`src/rvp_pkg.sv`:
```
// constants for reset and interrupt vector placement
package rvp_pkg;
    localparam int ADDR_W = 16;
    localparam int NUM_SRC = 25;
    localparam int NUM_W = 5;
    localparam logic [ADDR_W-1:0] RESET_ADDR_APP = 16'h0000;
    localparam logic [ADDR_W-1:0] VEC_START_APP = 16'h0002;
    localparam logic [ADDR_W-1:0] VEC_STRIDE = 16'h0002;
    localparam logic [NUM_W-1:0] RESET_VECTOR_NO = 5'h01;
    localparam logic [NUM_W-1:0] FIRST_IRQ_VECTOR_NO = 5'h02;
    localparam logic FUSE_PROGRAMMED = 1'b0;
    localparam logic [1:0] SETTLE_CYCLES = 2'h2;
    // table address of each request, index 0 is vector 2
    localparam logic [ADDR_W-1:0] VEC_TABLE [NUM_SRC] = '{
        16'h0002, 16'h0004,
        16'h0006, 16'h0008, 16'h000a,
        16'h000c,
        16'h000e, 16'h0010, 16'h0012,
        16'h0014, 16'h0016, 16'h0018, 16'h001a,
        16'h001c, 16'h001e, 16'h0020,
        16'h0022,
        16'h0024, 16'h0026, 16'h0028,
        16'h002a, 16'h002c, 16'h002e, 16'h0030, 16'h0032
    };
endpackage : rvp_pkg

```
`src/rvp_req_if.sv`:
```
// request set and encoded winner between the vector block and its encoder
`timescale 1ns/10ps
interface rvp_req_if;
    import rvp_pkg::*;
    logic [NUM_SRC-1:0] req;
    logic hit;
    logic [NUM_W-1:0] idx;
    modport enc (input req, output hit, output idx);
    modport user (output req, input hit, input idx);
endinterface : rvp_req_if

```
`src/rvp_prio.sv`:
```
// lowest-index priority encoder for pending requests
`timescale 1ns/10ps
module rvp_prio (
    rvp_req_if.enc bus
);
    import rvp_pkg::*;

    always_comb begin
        bus.hit = 1'b0;
        bus.idx = '0;
        for (int i = NUM_SRC - 1; i >= 0; i--) begin
            if (bus.req[i]) begin
                bus.hit = 1'b1;
                bus.idx = NUM_W'(i);
            end
        end
    end
endmodule : rvp_prio

```
`src/rvp_vector.sv`:
```
// reset and interrupt vector address generator
// Notes on behaviour
// - vector 1 resets at 0x0000 unless the boot reset fuse is programmed.
// - external request zero at 0x0002, request one at 0x0004.
// - pin-change groups zero, one, two at 0x0006, 0x0008, 0x000a.
// - watchdog timeout is vector 7 at 0x000c.
// - second 8-bit timer match a, match b, overflow at 0x000e..0x0012.
// - 16-bit timer capture, match a, match b, overflow at 0x0014..0x001a.
// - first 8-bit timer match a, match b, overflow at 0x001c..0x0020.
// - serial peripheral transfer complete at 0x0022.
// - serial port receive, buffer empty, transmit done at 0x0024..0x0028.
// - converter, nv data, comparator, two-wire, program store at 0x002a..0x0032.
// - table select set adds boot start to every interrupt vector.
// - programmed boot reset fuse moves reset address to boot start.
// - reset and vector start addresses are chosen independently.
// - fuse stored 1 means unprogrammed, stored 0 means programmed.
// - each vector spans two words; neighbours differ by two.
`timescale 1ns/10ps
module rvp_vector (
    // clock and reset
    input wire logic CORE_CLK,
    input wire logic RESET_N,
    // requests and placement from the core
    input wire logic [rvp_pkg::NUM_SRC-1:0] IRQ_REQ,
    input wire logic VECTOR_TABLE_SELECT,
    // fuse levels from outside the clock domain
    input wire logic BOOT_RESET_FUSE,
    input wire logic [rvp_pkg::ADDR_W-1:0] BOOT_START_ADDR,
    // vector to the core
    output logic VECTOR_VALID,
    output logic [rvp_pkg::NUM_W-1:0] VECTOR_NUM,
    output logic [rvp_pkg::ADDR_W-1:0] VECTOR_ADDR,
    // reset entry to the core
    output logic RESET_ADDR_VALID,
    output logic [rvp_pkg::ADDR_W-1:0] RESET_ADDR
);
    import rvp_pkg::*;

    function automatic logic [ADDR_W-1:0] vec_addr(input logic [NUM_W-1:0] idx,
                                                   input logic sel,
                                                   input logic [ADDR_W-1:0] boot);
        logic [ADDR_W-1:0] base;
        base = sel ? boot : '0;
        return base + VEC_TABLE[idx];
    endfunction : vec_addr

    rvp_req_if req_bus ();
    assign req_bus.req = IRQ_REQ;

    rvp_prio u_prio (
        .bus (req_bus)
    );

    // fuse synchronisers
    logic fuse_s1_reg, fuse_s2_reg;
    logic [ADDR_W-1:0] boot_s1_reg, boot_s2_reg;
    logic [1:0] settle_reg, settle_next;
    logic rst_valid_reg, rst_valid_next;
    logic [ADDR_W-1:0] rst_addr_reg, rst_addr_next;
    logic vec_valid_reg, vec_valid_next;
    logic [NUM_W-1:0] vec_num_reg, vec_num_next;
    logic [ADDR_W-1:0] vec_addr_reg, vec_addr_next;

    always_comb begin
        settle_next = settle_reg;
        rst_valid_next = rst_valid_reg;
        if (settle_reg != SETTLE_CYCLES) begin
            settle_next = settle_reg + 2'h1;
        end else begin
            rst_valid_next = 1'b1;
        end
        if (fuse_s2_reg == FUSE_PROGRAMMED) begin
            rst_addr_next = boot_s2_reg;
        end else begin
            rst_addr_next = RESET_ADDR_APP;
        end
    end

    always_comb begin
        vec_valid_next = req_bus.hit;
        vec_num_next = vec_num_reg;
        vec_addr_next = vec_addr_reg;
        if (req_bus.hit) begin
            vec_num_next = req_bus.idx + FIRST_IRQ_VECTOR_NO;
            vec_addr_next = vec_addr(req_bus.idx, VECTOR_TABLE_SELECT, boot_s2_reg);
        end
    end

    always_ff @(posedge CORE_CLK or negedge RESET_N) begin
        if (!RESET_N) begin
            fuse_s1_reg <= 1'b1;
            fuse_s2_reg <= 1'b1;
            boot_s1_reg <= '0;
            boot_s2_reg <= '0;
        end else begin
            fuse_s1_reg <= BOOT_RESET_FUSE;
            fuse_s2_reg <= fuse_s1_reg;
            boot_s1_reg <= BOOT_START_ADDR;
            boot_s2_reg <= boot_s1_reg;
        end
    end

    // reset entry registers
    always_ff @(posedge CORE_CLK or negedge RESET_N) begin
        if (!RESET_N) begin
            settle_reg <= 2'h0;
            rst_valid_reg <= 1'b0;
            rst_addr_reg <= RESET_ADDR_APP;
        end else begin
            settle_reg <= settle_next;
            rst_valid_reg <= rst_valid_next;
            rst_addr_reg <= rst_addr_next;
        end
    end

    // vector registers
    always_ff @(posedge CORE_CLK or negedge RESET_N) begin
        if (!RESET_N) begin
            vec_valid_reg <= 1'b0;
            vec_num_reg <= RESET_VECTOR_NO;
            vec_addr_reg <= VEC_START_APP;
        end else begin
            vec_valid_reg <= vec_valid_next;
            vec_num_reg <= vec_num_next;
            vec_addr_reg <= vec_addr_next;
        end
    end

    assign VECTOR_VALID = vec_valid_reg;
    assign VECTOR_NUM = vec_num_reg;
    assign VECTOR_ADDR = vec_addr_reg;
    assign RESET_ADDR_VALID = rst_valid_reg;
    assign RESET_ADDR = rst_addr_reg;
endmodule : rvp_vector

```
`config.mk`:
```
export PLATFORM = sky130hd
export DESIGN_NAME = rvp_vector
export DESIGN_NICKNAME = d
export VERILOG_FILES = /design/src/rvp_pkg.sv /design/src/rvp_req_if.sv /design/src/rvp_prio.sv /design/src/rvp_vector.sv
export SDC_FILE = /design/constraint.sdc
export NUM_CORES = 1
export LEC_CHECK = 0
export ABC_AREA = 1
export BUFFER_PORTS_ARGS = -buffer_cell sky130_fd_sc_hd__clkbuf_2
export CORE_MARGIN = 3
export CORE_UTILIZATION = 40
export CTS_BUF_LIST = sky130_fd_sc_hd__clkbuf_16
export DETAILED_ROUTE_END_ITERATION = 10
export MAX_ROUTING_LAYER = met4
export PLACE_DENSITY = 0.69
export SYNTH_ARGS = -nofsm -noshare
export SYNTH_HDL_FRONTEND = slang
export SYNTH_SLANG_ARGS = --single-unit
export TNS_END_PERCENT = 5
```
`constraint.sdc`:
```
create_clock -name CORE_CLK -period 2 [get_ports CORE_CLK]
set_clock_uncertainty 0.15 [all_clocks]
set_input_delay 0.2 -clock CORE_CLK [delete_from_list [all_inputs] [get_ports CORE_CLK]]
set_output_delay 0.2 -clock CORE_CLK [all_outputs]
set_load 0.02 [all_outputs]
```
* Word level (Yosys, flattened, before mapping) *
Memory sizes are Yosys's and may differ from the RTL's.
Cells that the tools add are included.

storage, ports and cells
  register bits after elaboration = 75
  bits in read-only memories = 512
  input port bits = 45
  output and inout bits = 39
  word-level logic and storage cells = 71
  memories kept = 1

memories
  memory           depth  width  rd ports  clocked after Yosys merged registers in  wr ports  line              source
  (no name shown)  32     16     1         0                                        0         rvp_vector.sv:44  return base + VEC_TABLE[idx];

cells by class
  add/subtract/negate cells = 3
  $lt $le $gt $ge = 1
  eq/ne operators = 1
  muxes and demuxes = 54
  bitwise gates (word level) = 1

operators with widths
  cell                                                      number
  two-way mux 5 bit                                         25
  two-way mux 16 bit                                        4
  two-way mux 1 bit                                         25
  adder 16 bit                                              1
  greater-or-equal comparator 6 bit, second input constant  1
  NOT 5 -> 6 bit                                            1
  adder 5 x 2 -> 5 bit, second input constant               1
  adder 2 x 1 -> 2 bit, second input constant               1
  inequality test 2 bit, second input constant              1

* Longest topological paths before layout *
  depth after elaboration = 30
  gate-level depth with buffers = 41

* Hierarchy *
Synthesis repeated with hierarchy kept, for this count alone.

unflattened totals
  cells, all modules = 380
  area total of the unflattened synthesis = 3,370.7 µm²

modules (own cells, without submodules)
  module      instances  cells an instance  area each (µm²)  sequential area each (µm²)
  rvp_vector  1          303                3,012.9          1,881.8
  rvp_prio    1          77                 357.8            0.0

* Least setup slack after synthesis *
No wires, ideal clock.

  path kind = in2reg
  from = input port IRQ_REQ[22] in the netlist's numbering
  to = register vec_addr_reg[15], in the netlist VECTOR_ADDR[15]
  arrival time = 3,139 ps
  data required time = 1,785 ps
  setup slack = -1,354 ps
  cell stages on the path = 40
  buffers on the path = 0
  cells stage by stage = inv_1 -> nand2_1 -> nand2_1 -> nand2_1 -> nand2_1 -> nand2_1 -> nand2_1 -> nand2_1 -> nand2_1 -> nand2_1 -> nand2_1 -> nand2_1 -> nand2_1 -> nand2_1 -> nand2_1 -> nand2_1 -> nand2_1 -> nand2_1 -> [4 not listed] -> inv_1 -> ha_1 -> inv_1 -> a31oi_1 -> fa_1 -> nand3_1 -> nand2_1 -> nand2_2 -> a21oi_2 -> nand2_2 -> nor2_2 -> nand2_2 -> nor2_4 -> nand3_2 -> nor3_2 -> xnor2_1 -> nand2_1 -> nand2_1

on the way
  longest elaborated chain between the ends = 28
  elaborated cells between the ends (all ways) = 51
  classes of those cells = add/sub: 1; mux: 48; bitwise: 1; memory: 1

RTL lines
  element                                                 line               source
  from (decl)                                             rvp_vector.sv:24   input wire logic [rvp_pkg::NUM_SRC-1:0] IRQ_REQ,
  two-way mux 5 bit (23 in series)                        rvp_prio.sv:12     if (bus.req[i]) begin
  NOT 5 -> 6 bit (implied by the code)                    rvp_vector.sv:44
  memory read (32 x 16 bit)                               n/a
  two-way mux 16 bit (implied by the code) (2 in series)  rvp_vector.sv:44
  adder 16 bit                                            rvp_vector.sv:44
  to (signal assigned)                                    rvp_vector.sv:125  vec_addr_reg <= vec_addr_next;
  to (decl)                                               rvp_vector.sv:62   logic [ADDR_W-1:0] vec_addr_reg, vec_addr_next;

Several ways; a longest one is shown, not always the timed one. The select of a mux whose other input is x is not followed.
A chain may end at the register's enable or synchronous reset.

* Worst setup path after layout *
Same ends and word-level chain as after synthesis.

==> impl_metrics.yaml <==
cells_and_area:
  drive_gt1_share_pct: 34.3
  stdcell_count: 595
  diodes: 0
  nNetsFinal: 545
  syn_to_final_growth_pct: 45.2
  post-route-util_pct: 61.5
  fill_cells: 623
  final_common_cell: "nand2_1"
  layout_common_cells: "nand2_1, clkbuf_2, dfrtp_1, inv_1, buf_4"
status:
  violations: "setup timing"
  status: "finished with violations"
critical_path:
  max_stage_delay_ns: 0.33
  critPathRequiredTime_ns: 2.12
  crit_fanout: 3
  worstSetupPathType: "in2reg"
  crit_top_cell: "nand2_1"
  critPathCaptureType: "flip-flop"
  critPathSlowestCell: "ha_1"
  critPathArrivalTime_ns: 3.48
  startpoint_type: "primary input"
pwr:
  powerDensity_nw_per_um2: 823
  p_leak_nw: 2.53
  vdd_drop_max_mv: 0.864
global_routing:
  overflow: 0
  grt_pass1_wl_um: 11600
  antenna_found_initial: 0
  grtUsageTotal_pct: 17.5
  grt_max_degree: 43
  grt_pass1_vias: 2637
synthesis:
  yosysSeqAreaShare_pct: 59.3
  synth_ff_type: "dfrtp_1"
  syn-num-nets: 397
  ys_types: 36
  synth-async-reset-ratio_pct: 100
  syn-cell-area_um2: 3170
  synth-seq-cells: 75
  synth_cells: 343
  synth_edf_count: 0
  syn-mean-instance-area_um2: 9.25
  ys.warnings.count: 0
floorplanning:
  start_util_pct: 42.4
  die_h_um: 95.0
  die_w_um: 95.0
  dieArea_um2: 9030
  rows: 31
  core_area_um2: 7490
  ioPinCount: 84
sta:
  worst_pin_slew_ns: 0.426
  fin_ws_ns: -1.37
  fin_crit_sh_pct: 168
  setup-violations-final: 14
  max_freq_ghz: 0.297
  holdWs_ns: 0.144
  rsz0062_at_grt: "yes"
  hold_viol_final: 0
  max_slew_margin_pct: 71.6
  period_minus_slack_ns: 3.37
  slew_violations: 0
route:
  drcViolationCount: 0
  dr.pass1.iters: 4
  wl_um: 7040
  via_per_inst: 4.55
  first_iter_violations: 94
  postRouteAntennaNets: 0
  avgRoutedWirePerCell_um: 11.8
  vias: 2710
clocking:
  cts.htree.levels: 3
  clkLatencyLatePin_ns: 0.33
  clkSlewWorstSetupHoldPaths_ns: 0.06
  cts_tree: "yes"
  cts_buffers: 9
  clockBufferDepth: 2
  root_buffer: "clkbuf_16"
  clock-sinks: 75
min_path:
  hold_path_class: "in2reg"
placed_design:
  io_buffers: 83
  place_congestion: 0.811
  place_inst: 557
  dp_hpwl_um: 5090
run:
  drv_cap: 0
-- layout make-up --
type	count	area, µm²	share of cell area (%)
Sequential cell	75	1880	40.9
Multi-Input combinational cell	205	1120	24.4
Clock inverter	7	91.3	1.98
Clock buffer	9	225	4.89
Timing Repair Buffer	144	946	20.5
Tap cell	99	124	2.69
Inverter	56	213	4.62
-- timing repair --
item,CTS,global route
endpoints found under the hold margin,50,0
endpoints found under the setup margin,14,16
hold buffers,18,0
resized for setup,5,12
pin swaps,2,4
buffers inserted,3,1
-- power breakdown --
part	internal, W	total, W	switching (W)
Sequential	0.00160	0.00165	0.0000434
Combinational	0.000191	0.000439	0.000247
Clock	0.00109	0.00170	0.000611
-- critical path: cells and delay by family --
kind / cells / cell delay (ns)
fa+ha+maj: 2 / 0.44
buf+inv: 3 / 0.20
xor+xnor: 1 / 0.14
simple gates: 34 / 2.32
compound gates: 2 / 0.18
-- worst paths after layout --
kind,to,slack [ns],cells after the start,start
max,VECTOR_ADDR[15],-1.37,42,IRQ_REQ[22]
min,VECTOR_NUM[4],0.14,5,IRQ_REQ[24]
max reg2reg,VECTOR_ADDR[15],-0.34,16,boot_s2_reg[3]
min reg2reg,boot_s2_reg[7],0.19,0,boot_s1_reg[7]
max in group asynchronous,VECTOR_ADDR[1],0.90,3,RESET_N
min in group asynchronous,RESET_ADDR_VALID,0.19,2,RESET_N
-- cell families after synthesis --
logic type / after synthesis / synth area share (%)
AO/OA/AOI/OAI: 29 / 5.29
adder cells (fa/ha/maj): 9 / 3.79
flip-flops: 75 / 59.3
AND/OR/NAND/NOR: 159 / 21.6
XOR/XNOR: 8 / 2.21
buffers and inverters: 63 / 7.81
-- per-layer routing --
| metal | track usage (%) | routed length (µm) | part of all wire, % | vias to the layer above |
|---|---|---|---|---|
| met4 | 5.89 | 82 | 1.2 | 0 |
| met2 | 28.9 | 3640 | 52 | 68 |
| met5 | - | 0 | 0 | - |
| met3 | 5.68 | 393 | 5.6 | 8 |
| met1 | 20.1 | 2930 | 42 | 1278 |
| li1 | - | - | - | 1356 |
-- metrics by stage --
step           total power [W]  instance area (µm²)  TNS, ns  setup slack (ns)
2_1_floorplan          0.00185                 3180   -13.72             -1.30
3_3_place_gp           0.00205                 4000   -18.44             -1.67
3_5_place_dp           0.00206                 4000   -19.70             -1.74
4_1_cts                0.00381                 4540   -14.31             -1.36
5_1_grt                0.00395                 4610   -19.90             -1.82
6_report               0.00379                 4610   -14.60             -1.37
-- cell usage after synthesis (2+ instances only) --
cell | number | area, µm²
xnor2_1 | 3 | 26.3
a21boi_0 | 2 | 15.0
dfstp_2 | 4 | 105
nand2_1 | 92 | 345
nand3_1 | 12 | 60.1
ha_1 | 8 | 100
a31oi_1 | 2 | 12.5
inv_1 | 55 | 206
xor2_1 | 5 | 43.8
a21oi_1 | 6 | 30.0
nand2_2 | 3 | 18.8
nor4_1 | 2 | 12.5
nor2_1 | 36 | 135
nand4_1 | 4 | 25.0
buf_2 | 3 | 15.0
o21ai_0 | 14 | 70.1
dfrtp_1 | 71 | 1780
clkbuf_1 | 3 | 11.3
Note: power is estimated with default switching activity, not from simulation.
